[src/reset_strap_defs.svh]
/*
  Constants of the reset sequencer: release delays, reference and auxiliary
  clock rates, register offsets, field positions and reset values.
  Assumes it is included by bare name wherever a constant is needed.
*/
`ifndef RESET_STRAP_DEFS_SVH
`define RESET_STRAP_DEFS_SVH

// ---------------------------------------------------------------------------
// release delays, in reference clock ticks
// ---------------------------------------------------------------------------
`define POWER_RELEASE_TICKS 16000
`define EXT_RELEASE_TICKS   14'h0010
`define RELEASE_CNT_W       14

// ---------------------------------------------------------------------------
// clock rates, in kHz
// ---------------------------------------------------------------------------
`define REF_CLOCK_KHZ  10000
`define AUX_SLOW_KHZ   4000
`define AUX_MID_KHZ    10000
`define AUX_FAST_KHZ   40000
`define AUX_DIV_W      8

// ---------------------------------------------------------------------------
// register map
// ---------------------------------------------------------------------------
`define ADDR_W           8
`define REG_PAD_CTRL     8'h00
`define REG_STATUS       8'h04
`define PAD_PULL_LSB     0
`define PAD_PULL_W       4
`define PAD_WEAK_LSB     8
`define PAD_WEAK_W       4
`define PAD_PULL_RESET   4'h0
`define PAD_WEAK_RESET   4'h0
`define ST_STATE_LSB     0
`define ST_AUX_LSB       8
`define ST_HOST_LSB      12
`define ST_CLK_STRAP_LSB 16
`define ST_IF_STRAP_LSB  18
`define ST_POWER_SEEN    20
`define ST_EXT_SEEN      21
`define ST_TEST_BAD      22
`define DATA_ZERO        32'h0000_0000

`endif

[src/reset_strap_pkg.sv]
/*
  Types of the reset sequencer: sequencer states, auxiliary clock settings
  and host interface choices.
  Assumes nothing; it is compiled before every design file.
*/
package reset_strap_pkg;

  typedef enum logic [4:0] {
    st_power_hold = 5'h01,
    st_power_wait = 5'h02,
    st_ext_hold   = 5'h04,
    st_ext_wait   = 5'h08,
    st_run        = 5'h10
  } rst_state_t;

  typedef enum logic [3:0] {
    aux_off  = 4'h1,
    aux_slow = 4'h2,
    aux_mid  = 4'h4,
    aux_fast = 4'h8
  } aux_setting_t;

  typedef enum logic [3:0] {
    host_if_a = 4'h1,
    host_if_b = 4'h2,
    host_if_c = 4'h4,
    host_if_d = 4'h8
  } host_if_t;

endpackage

[src/level_sync.sv]
/*
  Two-stage synchroniser for one level.
  Assumes the input may change at any time relative to core_clk; the first
  stage is read by the second stage only.
*/
module level_sync #(
  parameter logic RESET_LEVEL = 1'b1
) (
  // clock and reset
  input  wire logic core_clk,
  input  wire logic rst_n,
  // level
  input  wire logic async_in,
  output logic      sync_out
);

  logic meta;

  always_ff @(posedge core_clk) begin
    if (!rst_n) begin
      meta     <= RESET_LEVEL;
      sync_out <= RESET_LEVEL;
    end else begin
      meta     <= async_in;
      sync_out <= meta;
    end
  end

endmodule // level_sync

[src/reset_strap_aux_clock_out_ctrl.sv]
/*
  Reset sequencer with strap capture and auxiliary clock output control.
  Assumes core_clk is the buffered oscillator reference, the power monitors
  drive por_active and lvr_active high while active, and software reaches
  the pad controls and status over a plain strobe port.
*/
// What this block does
// - internal reset asserts on power-on, low voltage or low reset pin.
// - reset entry is asynchronous and needs no clock edge.
// - reset release needs a running reference clock; none keeps reset.
// - power or low-voltage reset releases about 16000 ticks later.
// - power reset latches both strap pairs, auxiliary clock disabled.
// - after release the auxiliary clock is off or runs at half the reference, whatever rate is strapped.
// - after release the host interface follows the last strap value.
// - external reset releases about 16 ticks after the pin rises.
// - external reset latches straps but keeps the auxiliary clock.
// - auxiliary clock is off or one of three settings, all at half the reference.
// - pull-controlled pins leave reset with pulls disabled.
// - drive-controlled pins leave reset at full strength.
// - all clocks derive from the buffered oscillator reference.
`include "reset_strap_defs.svh"

module reset_strap_aux_clock_out_ctrl #(
  parameter int unsigned POWER_RELEASE_TICKS = `POWER_RELEASE_TICKS,
  parameter reset_strap_pkg::aux_setting_t CLK_MAP_0 =
    reset_strap_pkg::aux_off,
  parameter reset_strap_pkg::aux_setting_t CLK_MAP_1 =
    reset_strap_pkg::aux_slow,
  parameter reset_strap_pkg::aux_setting_t CLK_MAP_2 =
    reset_strap_pkg::aux_mid,
  parameter reset_strap_pkg::aux_setting_t CLK_MAP_3 =
    reset_strap_pkg::aux_fast,
  parameter reset_strap_pkg::host_if_t IF_MAP_0 = reset_strap_pkg::host_if_a,
  parameter reset_strap_pkg::host_if_t IF_MAP_1 = reset_strap_pkg::host_if_b,
  parameter reset_strap_pkg::host_if_t IF_MAP_2 = reset_strap_pkg::host_if_c,
  parameter reset_strap_pkg::host_if_t IF_MAP_3 = reset_strap_pkg::host_if_d
) (
  // buffered oscillator reference and its own power-up reset
  input  wire logic                            core_clk,
  input  wire logic                            rst_n,
  // reset sources and factory test strap
  input  wire logic                            por_active,
  input  wire logic                            lvr_active,
  input  wire logic                            ext_reset_n,
  input  wire logic                            factory_test,
  // strap pins
  input  wire logic [1:0]                      clk_strap,
  input  wire logic [1:0]                      if_strap,
  // internal reset and selections
  output logic                                 sys_reset_n,
  output reset_strap_pkg::host_if_t            host_if_sel,
  output reset_strap_pkg::aux_setting_t        aux_setting,
  // auxiliary clock pin
  output logic                                 aux_clock_out,
  output logic                                 aux_clock_oe,
  // pad controls
  output logic [`PAD_PULL_W-1:0]               pull_enable,
  output logic [`PAD_WEAK_W-1:0]               drive_weak,
  // register port
  input  wire logic [`ADDR_W-1:0]              reg_addr,
  input  wire logic [31:0]                     reg_wdata,
  input  wire logic                            reg_wr,
  input  wire logic                            reg_rd,
  output logic [31:0]                          reg_rdata
);

  // -------------------------------------------------------------------------
  // helpers
  // -------------------------------------------------------------------------
  localparam logic [`RELEASE_CNT_W-1:0] POWER_LOAD =
    `RELEASE_CNT_W'(POWER_RELEASE_TICKS - 1);
  localparam logic [`RELEASE_CNT_W-1:0] EXT_LOAD =
    `EXT_RELEASE_TICKS - 14'h0001;

  // half period of the auxiliary clock in reference cycles, at least one
  function automatic logic [`AUX_DIV_W-1:0] half_period(input int khz);
    int cycles;
    cycles = `REF_CLOCK_KHZ / (2 * khz);
    if (cycles < 1) begin
      cycles = 1;
    end
    return `AUX_DIV_W'(cycles);
  endfunction

  function automatic reset_strap_pkg::aux_setting_t clk_decode(
    input logic [1:0] code);
    case (code)
      2'h0:    return CLK_MAP_0;
      2'h1:    return CLK_MAP_1;
      2'h2:    return CLK_MAP_2;
      default: return CLK_MAP_3;
    endcase
  endfunction

  function automatic reset_strap_pkg::host_if_t if_decode(
    input logic [1:0] code);
    case (code)
      2'h0:    return IF_MAP_0;
      2'h1:    return IF_MAP_1;
      2'h2:    return IF_MAP_2;
      default: return IF_MAP_3;
    endcase
  endfunction

  // -------------------------------------------------------------------------
  // reset sources
  // -------------------------------------------------------------------------
  reset_strap_pkg::rst_state_t state;
  reset_strap_pkg::rst_state_t next_state;
  logic                        ext_sync_n;
  logic                        power_src;
  logic [`RELEASE_CNT_W-1:0]   release_cnt;
  logic                        cnt_done;

  level_sync #(
    .RESET_LEVEL (1'b0)
  ) u_ext_sync (
    .core_clk (core_clk),
    .rst_n    (rst_n),
    .async_in (ext_reset_n),
    .sync_out (ext_sync_n)
  );

  // the monitors are level outputs of analog blocks on this same clock tree
  assign power_src = por_active | lvr_active;
  assign cnt_done  = (release_cnt == '0);

  // raw pin and monitor terms reach the output without any flop, so entry
  // does not wait for an edge; only the release is clocked
  assign sys_reset_n = ~(power_src | ~ext_reset_n) &
                       (state == reset_strap_pkg::st_run);

  // -------------------------------------------------------------------------
  // release sequencer
  // -------------------------------------------------------------------------
  always_comb begin
    next_state = state;
    case (state)
      reset_strap_pkg::st_power_hold: begin
        if (!power_src) begin
          next_state = reset_strap_pkg::st_power_wait;
        end
      end
      reset_strap_pkg::st_power_wait: begin
        if (power_src) begin
          next_state = reset_strap_pkg::st_power_hold;
        end else if (cnt_done && ext_sync_n) begin
          next_state = reset_strap_pkg::st_run;
        end
      end
      reset_strap_pkg::st_ext_hold: begin
        if (power_src) begin
          next_state = reset_strap_pkg::st_power_hold;
        end else if (ext_sync_n) begin
          next_state = reset_strap_pkg::st_ext_wait;
        end
      end
      reset_strap_pkg::st_ext_wait: begin
        if (power_src) begin
          next_state = reset_strap_pkg::st_power_hold;
        end else if (!ext_sync_n) begin
          next_state = reset_strap_pkg::st_ext_hold;
        end else if (cnt_done) begin
          next_state = reset_strap_pkg::st_run;
        end
      end
      reset_strap_pkg::st_run: begin
        if (power_src) begin
          next_state = reset_strap_pkg::st_power_hold;
        end else if (!ext_sync_n) begin
          next_state = reset_strap_pkg::st_ext_hold;
        end
      end
      default: next_state = reset_strap_pkg::st_power_hold;
    endcase
  end

  // without reference edges nothing here advances, so reset stays held
  always_ff @(posedge core_clk) begin
    if (!rst_n) begin
      state <= reset_strap_pkg::st_power_hold;
    end else begin
      state <= next_state;
    end
  end

  always_ff @(posedge core_clk) begin
    if (!rst_n) begin
      release_cnt <= POWER_LOAD;
    end else if (next_state == reset_strap_pkg::st_power_hold) begin
      release_cnt <= POWER_LOAD;
    end else if (next_state == reset_strap_pkg::st_ext_hold &&
                 state != reset_strap_pkg::st_power_wait) begin
      release_cnt <= EXT_LOAD;
    end else if (!cnt_done && (state == reset_strap_pkg::st_power_wait ||
                               state == reset_strap_pkg::st_ext_wait)) begin
      release_cnt <= release_cnt - 1'b1;
    end
  end

  // -------------------------------------------------------------------------
  // strap capture and selection
  // -------------------------------------------------------------------------
  logic [1:0] clk_latched;
  logic [1:0] if_latched;
  logic       in_reset;
  logic       power_reset;
  logic       releasing;

  assign in_reset    = (state != reset_strap_pkg::st_run);
  assign power_reset = (state == reset_strap_pkg::st_power_hold) ||
                       (state == reset_strap_pkg::st_power_wait);
  assign releasing   = in_reset && (next_state == reset_strap_pkg::st_run);

  // straps are followed for the whole reset, the last value wins
  always_ff @(posedge core_clk) begin
    if (!rst_n) begin
      clk_latched <= 2'h0;
      if_latched  <= 2'h0;
    end else if (in_reset) begin
      clk_latched <= clk_strap;
      if_latched  <= if_strap;
    end
  end

  always_ff @(posedge core_clk) begin
    if (!rst_n) begin
      host_if_sel <= IF_MAP_0;
    end else if (releasing) begin
      host_if_sel <= if_decode(if_latched);
    end
  end

  // an external reset keeps the old setting so the clock keeps running;
  // a power source stops it at the first edge that sees the source
  always_ff @(posedge core_clk) begin
    if (!rst_n) begin
      aux_setting <= reset_strap_pkg::aux_off;
    end else if (releasing) begin
      aux_setting <= clk_decode(clk_latched);
    end else if (power_reset || power_src) begin
      aux_setting <= reset_strap_pkg::aux_off;
    end
  end

  // -------------------------------------------------------------------------
  // auxiliary clock divider
  // -------------------------------------------------------------------------
  // rates above half the reference saturate at a one-cycle half period;
  // the true top rate needs a multiplied clock that this block does not have
  logic [`AUX_DIV_W-1:0] div_cnt;
  logic [`AUX_DIV_W-1:0] div_limit;
  logic                  aux_tick;

  always_comb begin
    case (aux_setting)
      reset_strap_pkg::aux_slow: div_limit = half_period(`AUX_SLOW_KHZ);
      reset_strap_pkg::aux_mid:  div_limit = half_period(`AUX_MID_KHZ);
      reset_strap_pkg::aux_fast: div_limit = half_period(`AUX_FAST_KHZ);
      default:                   div_limit = half_period(`AUX_SLOW_KHZ);
    endcase
  end

  assign aux_tick = (div_cnt >= div_limit - 1'b1);

  always_ff @(posedge core_clk) begin
    if (!rst_n || aux_setting == reset_strap_pkg::aux_off) begin
      div_cnt <= '0;
    end else if (aux_tick) begin
      div_cnt <= '0;
    end else begin
      div_cnt <= div_cnt + 1'b1;
    end
  end

  always_ff @(posedge core_clk) begin
    if (!rst_n || power_src || aux_setting == reset_strap_pkg::aux_off) begin
      aux_clock_out <= 1'b0;
      aux_clock_oe  <= 1'b0;
    end else begin
      aux_clock_oe <= 1'b1;
      if (aux_tick) begin
        aux_clock_out <= ~aux_clock_out;
      end
    end
  end

  // -------------------------------------------------------------------------
  // pad controls and status
  // -------------------------------------------------------------------------
  logic power_seen;
  logic ext_seen;
  logic test_bad;

  // pad controls return to defaults on every internal reset
  always_ff @(posedge core_clk) begin
    if (!rst_n || !sys_reset_n) begin
      pull_enable <= `PAD_PULL_RESET;
      drive_weak  <= `PAD_WEAK_RESET;
    end else if (reg_wr && reg_addr == `REG_PAD_CTRL) begin
      pull_enable <= reg_wdata[`PAD_PULL_LSB +: `PAD_PULL_W];
      drive_weak  <= reg_wdata[`PAD_WEAK_LSB +: `PAD_WEAK_W];
    end
  end

  // cause flags: a new cause in the cycle of a clear wins over the clear
  always_ff @(posedge core_clk) begin
    if (!rst_n) begin
      power_seen <= 1'b1;
      ext_seen   <= 1'b0;
      test_bad   <= 1'b0;
    end else begin
      if (power_reset) begin
        power_seen <= 1'b1;
      end else if (reg_wr && reg_addr == `REG_STATUS &&
                   reg_wdata[`ST_POWER_SEEN]) begin
        power_seen <= 1'b0;
      end
      if (state == reset_strap_pkg::st_ext_hold) begin
        ext_seen <= 1'b1;
      end else if (reg_wr && reg_addr == `REG_STATUS &&
                   reg_wdata[`ST_EXT_SEEN]) begin
        ext_seen <= 1'b0;
      end
      if (factory_test) begin
        test_bad <= 1'b1;
      end else if (reg_wr && reg_addr == `REG_STATUS &&
                   reg_wdata[`ST_TEST_BAD]) begin
        test_bad <= 1'b0;
      end
    end
  end

  always_ff @(posedge core_clk) begin
    if (!rst_n) begin
      reg_rdata <= `DATA_ZERO;
    end else if (reg_rd) begin
      reg_rdata <= `DATA_ZERO;
      case (reg_addr)
        `REG_PAD_CTRL: begin
          reg_rdata[`PAD_PULL_LSB +: `PAD_PULL_W] <= pull_enable;
          reg_rdata[`PAD_WEAK_LSB +: `PAD_WEAK_W] <= drive_weak;
        end
        `REG_STATUS: begin
          reg_rdata[`ST_STATE_LSB +: 5]     <= state;
          reg_rdata[`ST_AUX_LSB +: 4]       <= aux_setting;
          reg_rdata[`ST_HOST_LSB +: 4]      <= host_if_sel;
          reg_rdata[`ST_CLK_STRAP_LSB +: 2] <= clk_latched;
          reg_rdata[`ST_IF_STRAP_LSB +: 2]  <= if_latched;
          reg_rdata[`ST_POWER_SEEN]         <= power_seen;
          reg_rdata[`ST_EXT_SEEN]           <= ext_seen;
          reg_rdata[`ST_TEST_BAD]           <= test_bad;
        end
        default: reg_rdata <= `DATA_ZERO;
      endcase
    end
  end

endmodule // reset_strap_aux_clock_out_ctrl

[config.mk]
export PLATFORM = sky130hd
export DESIGN_NAME = reset_strap_aux_clock_out_ctrl
export DESIGN_NICKNAME = d
export VERILOG_FILES = /design/src/reset_strap_pkg.sv /design/src/level_sync.sv /design/src/reset_strap_aux_clock_out_ctrl.sv
export VERILOG_INCLUDE_DIRS = /design/src
export SDC_FILE = /design/constraint.sdc
export NUM_CORES = 1
export LEC_CHECK = 0
export ABC_AREA = 1
export BUFFER_PORTS_ARGS = -buffer_cell sky130_fd_sc_hd__buf_4
export CAP_MARGIN = 15
export CORE_MARGIN = 5
export CORE_UTILIZATION = 39
export CTS_BUF_LIST = sky130_fd_sc_hd__clkbuf_8
export CTS_CLUSTER_DIAMETER = 80
export CTS_CLUSTER_SIZE = 8
export DETAILED_ROUTE_END_ITERATION = 8
export SLEW_MARGIN = 0
export SYNTH_ARGS = -nofsm -noshare
export SYNTH_HDL_FRONTEND = slang
export SYNTH_SLANG_ARGS = --single-unit
[constraint.sdc]
create_clock -name core_clk -period 3.28 [get_ports core_clk]
set_clock_uncertainty 0.1 [all_clocks]
set_input_delay 0.492 -clock core_clk [delete_from_list [all_inputs] [get_ports core_clk]]
set_output_delay 0.492 -clock core_clk [all_outputs]
set_load 0.02 [all_outputs]
Yosys cells after proc, flatten, opt, wreduce, memory -nomap -nowiden
Cells that the tools add are included.
- eq/ne operators: 16
- mux-type cells: 26
- order comparisons: 1
- divide/modulo/power cells: 0
- add/subtract/negate cells: 2
- reduce and logical (&&, ||, !) cells: 31
- bitwise operators: 7
- shift operators: 0
- $mul: 0
- operators with widths (kind ; number):
    2-to-1 mux 5 bit ; 10
    2-to-1 mux 14 bit ; 2
    case mux 5 bit (5 select lines) ; 1
    case mux 4 bit (3 select lines) ; 2
    case mux 4 bit (2 select lines) ; 2
    zero test 14 bit ; 1
    subtractor 14 x 1 -> 14 bit (second input constant) ; 1
    2-to-1 mux 11 bit ; 1
    == test 5 x 1 -> 1 bit (second input constant) ; 2
    == test 5 x 3 -> 1 bit (second input constant) ; 2
    == test 5 bit (second input constant) ; 2
    logical AND 1 bit ; 9
    adder 8 x 1 -> 8 bit (second input constant) ; 1
    == test 8 x 3 -> 1 bit (second input constant) ; 1
    >= comparator 8 x 1 -> 1 bit (second input constant) ; 1
    zero test 8 bit ; 1
    2-to-1 mux 4 bit ; 2
    nonzero test 2 bit ; 4
    logical OR 1 bit ; 7
    2-to-1 mux 1 bit ; 6
    OR reduction 2 bit ; 3
    == test 5 x 2 -> 1 bit (second input constant) ; 1
    == test 5 x 4 -> 1 bit (second input constant) ; 1
    != test 5 x 2 -> 1 bit (second input constant) ; 1
    10 further kinds ; 19
- output and inout port bits: 51
- register bits: 74
- memory bits (read-only): 0
- bits of input ports: 52
- latch bits: 0
- word-level logic and storage cells: 101
- memory bits (writable): 0
- memories: 0

Logic depth before layout (Yosys ltp)
- depth in word-level cells: 8
- depth in mapped cells: 13
- gate-level depth less buffers: 13

Hierarchy
A second synthesis with hierarchy kept.
- cells, all modules: 425
- area total of the unflattened synthesis: 3186.8 um2
- by module, submodules not included (module ; instances ; area each (um2) ; cells each):
    reset_strap_aux_clock_out_ctrl ; 1 ; 3131.8 ; 419
    level_sync ; 1 ; 55.1 ; 6

Worst setup path before layout
OpenSTA, ideal clock, no wires.
- path type: input to output
- start: input lvr_active
- end: output sys_reset_n
- stages on the path: 5
- path slack: 1.500 ns
- arrival: 1.188 ns
- data required time: 2.688 ns
- cell sequence: or2_1 buf_4 clkinv_2 nand2_1 nor2_2
- cells in the longest elaborated chain, start to end: 4
- RTL lines (element ; line ; source):
    from (decl) ; reset_strap_aux_clock_out_ctrl.sv:43 ; input wire logic lvr_active,
    bitwise OR 1 bit ; reset_strap_aux_clock_out_ctrl.sv:125 ; assign power_src = por_active | lvr_active;
    bitwise OR 1 bit ; reset_strap_aux_clock_out_ctrl.sv:130 ; assign sys_reset_n = ~(power_src | ~ext_reset_n) &
    inverter 1 bit ; reset_strap_aux_clock_out_ctrl.sv:130 ;
    bitwise AND 1 bit ; reset_strap_aux_clock_out_ctrl.sv:130 ;
    to (decl) ; reset_strap_aux_clock_out_ctrl.sv:50 ; output logic sys_reset_n,
Every way passes these cells.

Worst setup path after layout
- start: register state[0]
- end: output sys_reset_n
- cells in the longest elaborated chain, start to end: 2
- RTL lines (element ; line ; source):
    from (decl) ; reset_strap_aux_clock_out_ctrl.sv:108 ; reset_strap_pkg::rst_state_t state;
    from (signal assigned) ; reset_strap_aux_clock_out_ctrl.sv:181 ; state <= reset_strap_pkg::st_power_hold;
    from (signal assigned) ; reset_strap_aux_clock_out_ctrl.sv:183 ; state <= next_state;
    == test 5 bit ; reset_strap_aux_clock_out_ctrl.sv:131 ; (state == reset_strap_pkg::st_run);
    bitwise AND 1 bit ; reset_strap_aux_clock_out_ctrl.sv:130 ;
Every way passes these cells.

==> impl_metrics.ini <==
[outcome]
status = finished, final reports clean

[route]
firstDrtPassIters = 4
wl_per_cell_um = 12.4
drt_iter0_markers = 200
route.detailed.drc = 0
wl_um = 7720
viasPerCell = 4.81
route.vias.total = 2992
ant_nets = 0

[pwr]
comb_power_share = 0.081
power.share.clock = 0.462
seq_power_share = 0.456
peakVddDrop_v = 0.000207
cellPowerDensity_nw_per_um2 = 456
internal_power_mw = 1.39
p_sw_frac = 0.238
leakage_nw = 1.80
p_switching_mw = 0.435

[yosys]
synth_seq_cells = 66
yosysWarnings = 0
yosysSeqAreaShare = 0.410
syn_area_sq_um = 3220
synthMostInstantiatedCell = nand2_1
ys.flop_type = dfxtp_1
synth_cells = 446
yosysTopAreaCell = dfxtp_1
ys_async_sr_fraction = 0
yosys-top-cells-area = dfxtp_1, nand2_1, nand3_1
synthDistinctLibCells = 34
synthTopCellsByCount = nand2_1, dfxtp_1, nor2_1, nand3_1, a21oi_1
avgSynthCellArea_sq_um = 7.22
synth_top_area_share = 0.410
synth-edff-count = 0

[floorplanning]
die_w_um = 101
die_area_sq_um = 10200
io_pins = 103
rows = 33
die_h_um = 101
core_area_sq_um = 8130
initial_core_util = 0.396

[finish]
drive_gt1_frac = 0.221
multiInputGateArea_sq_um = 1610
diodes = 0
regArea_sq_um = 1320
area_growth_pct = 24.4
fillCellCount = 839
nets = 566

[worst_setup_path]
setup.worst_path.start_class = register
slowest_stage = nand3_1
crit_type = reg -> out
required_ns = 2.69
path_cells = nor2_2 > nand3_1 > nor2_2 > buf_4
max_stage_delay_ns = 0.46
path_max_fanout = 12
end_kind = output port
cp_common_cell = nor2_2
critPathArrivalTime_ns = 1.81

[global_routing]
grt_max_degree = 41
track_usage = 0.157
grt_antenna_before_repair = 0
grt-ovfl-total = 0
grt_pass1_wl_um = 13000
grt_pass1_vias = 2865

[clocking]
cts_buffers = 9
cts_tree = built
cts_resized = 0
holdBufCountCts = 0
cts_root_buf = clkbuf_8
htreeDepth = 3
post_cts_buffers = 0
clkSinkCount = 66
ctsLongestPathBuffers = 2
clk_pin_slew_ns = 0.07
clock_latency_ns = 0.33

[run]
drv_cap = 0

[timing]
period_needed_ns = 2.40
setup_tns_ns = 0
max_freq_mhz = 417
slew_headroom = 0.375
worst_slack_ns = 0.881
finalHoldViolations = 0
setup_viol = 0
rsz0062_at_grt = false
tightest_slew_ns = 0.930
maxSlewViolCount = 0
fin_crit_sh = 0.731

[placed_design]
routabilityCongestion = 0.851
post-dp-hpwl_um = 5810
place_ws_ns = 0.989
port_buffers = 69

[min_path]
min_path_type = in -> reg
-- state kept, by name (all words and copies together), names as in the netlist --
| register | flops |
|---|---|
| clk_latched | 2 |
| pull_enable | 4 |
| u_ext_sync.sync_out | 1 |
| drive_weak | 4 |
| aux_setting | 4 |
| aux_clock_oe | 1 |
| power_seen | 1 |
| state | 5 |
| if_latched | 2 |
| aux_clock_out | 1 |
| ext_seen | 1 |
| release_cnt | 14 |
| reg_rdata | 20 |
| host_if_sel | 4 |
| test_bad | 1 |
| u_ext_sync.meta | 1 |
-- critical path: cells and delay by family (launching register included) --
| kind | cells | cell delay [ns] |
|---|---|---|
| buffers and inverters | 1 | 0.18 |
| AND/OR/NAND/NOR | 3 | 0.93 |
| flip-flops | 1 | 0.36 |
-- layout by cell type, fill, tap and decap left out, types with 4 or more instances in the layout --
| cell type | instances |
|---|---|
| nand2_1 | 92 |
| buf_4 | 71 |
| dfxtp_1 | 66 |
| nor2_1 | 51 |
| nand3_1 | 46 |
| a21oi_1 | 37 |
| inv_1 | 36 |
| o21ai_0 | 25 |
| conb_1 | 12 |
| o211ai_1 | 9 |
| clkbuf_8 | 9 |
| nor2_2 | 7 |
| nand4_1 | 7 |
| xor2_1 | 6 |
| nor3_1 | 5 |
| nand2_2 | 4 |
| nand2_4 | 4 |
-- worst paths after layout --
check | slack [ns] | end | cells past startpoint | start
max | 0.88 | sys_reset_n | 4 | state[0]
min | 0.27 | test_bad | 3 | factory_test
max reg2reg | 1.20 | release_cnt[10] | 8 | state[0]
min reg2reg | 0.31 | u_ext_sync.sync_out | 2 | u_ext_sync.meta
-- area by class of cell --
type / instances / area share
multi-input combinational: 323 / 0.403
sequential: 66 / 0.330
timing repair buffer: 71 / 0.133
inverter: 41 / 0.0394
tap: 105 / 0.0328
clock inverter: 7 / 0.0312
clock buffer: 9 / 0.0309
-- per-layer routing --
metal  up-vias  routed length (um)  global-route usage  part of all wire
li1       1572                   -                   -                 -
met3        10                 481              0.0332             0.062
met2        73                3500               0.251              0.45
met4         0                 130              0.0653             0.017
met1      1337                3600               0.207              0.47
met5         -                   0                   0                 0
-- cell families after synthesis --
logic type	after synthesis	synth area share
other	1	0.00116
AND/OR/NAND/NOR	226	0.329
flip-flops	66	0.410
adder cells (fa/ha/maj)	2	0.00777
XOR/XNOR	7	0.0190
AO/OA/AOI/OAI	76	0.131
buffers and inverters	68	0.102
-- power groups by stage --
stage	registers [mW]	logic [mW]	clock network, mW
floorplan	0.863	0.0853	0
global placement	0.851	0.147	0
detailed placement	0.851	0.149	0
CTS	0.832	0.149	0.866
global route	0.835	0.164	0.904
finish	0.833	0.148	0.844
-- metrics by stage --
step                hold slack [ns]  cell area, sq um  total power [mW]  utilization  instances
floorplan                     0.290              3260             0.948            -        457
global placement              0.302              3760             0.998        0.462        606
detailed placement            0.303              3760              1.00        0.462        606
CTS                           0.254              4010              1.85        0.492        622
global route                  0.276              4010              1.90        0.492        622
finish                        0.268              4010              1.82        0.492        622
(Power assumes the default switching activity.)
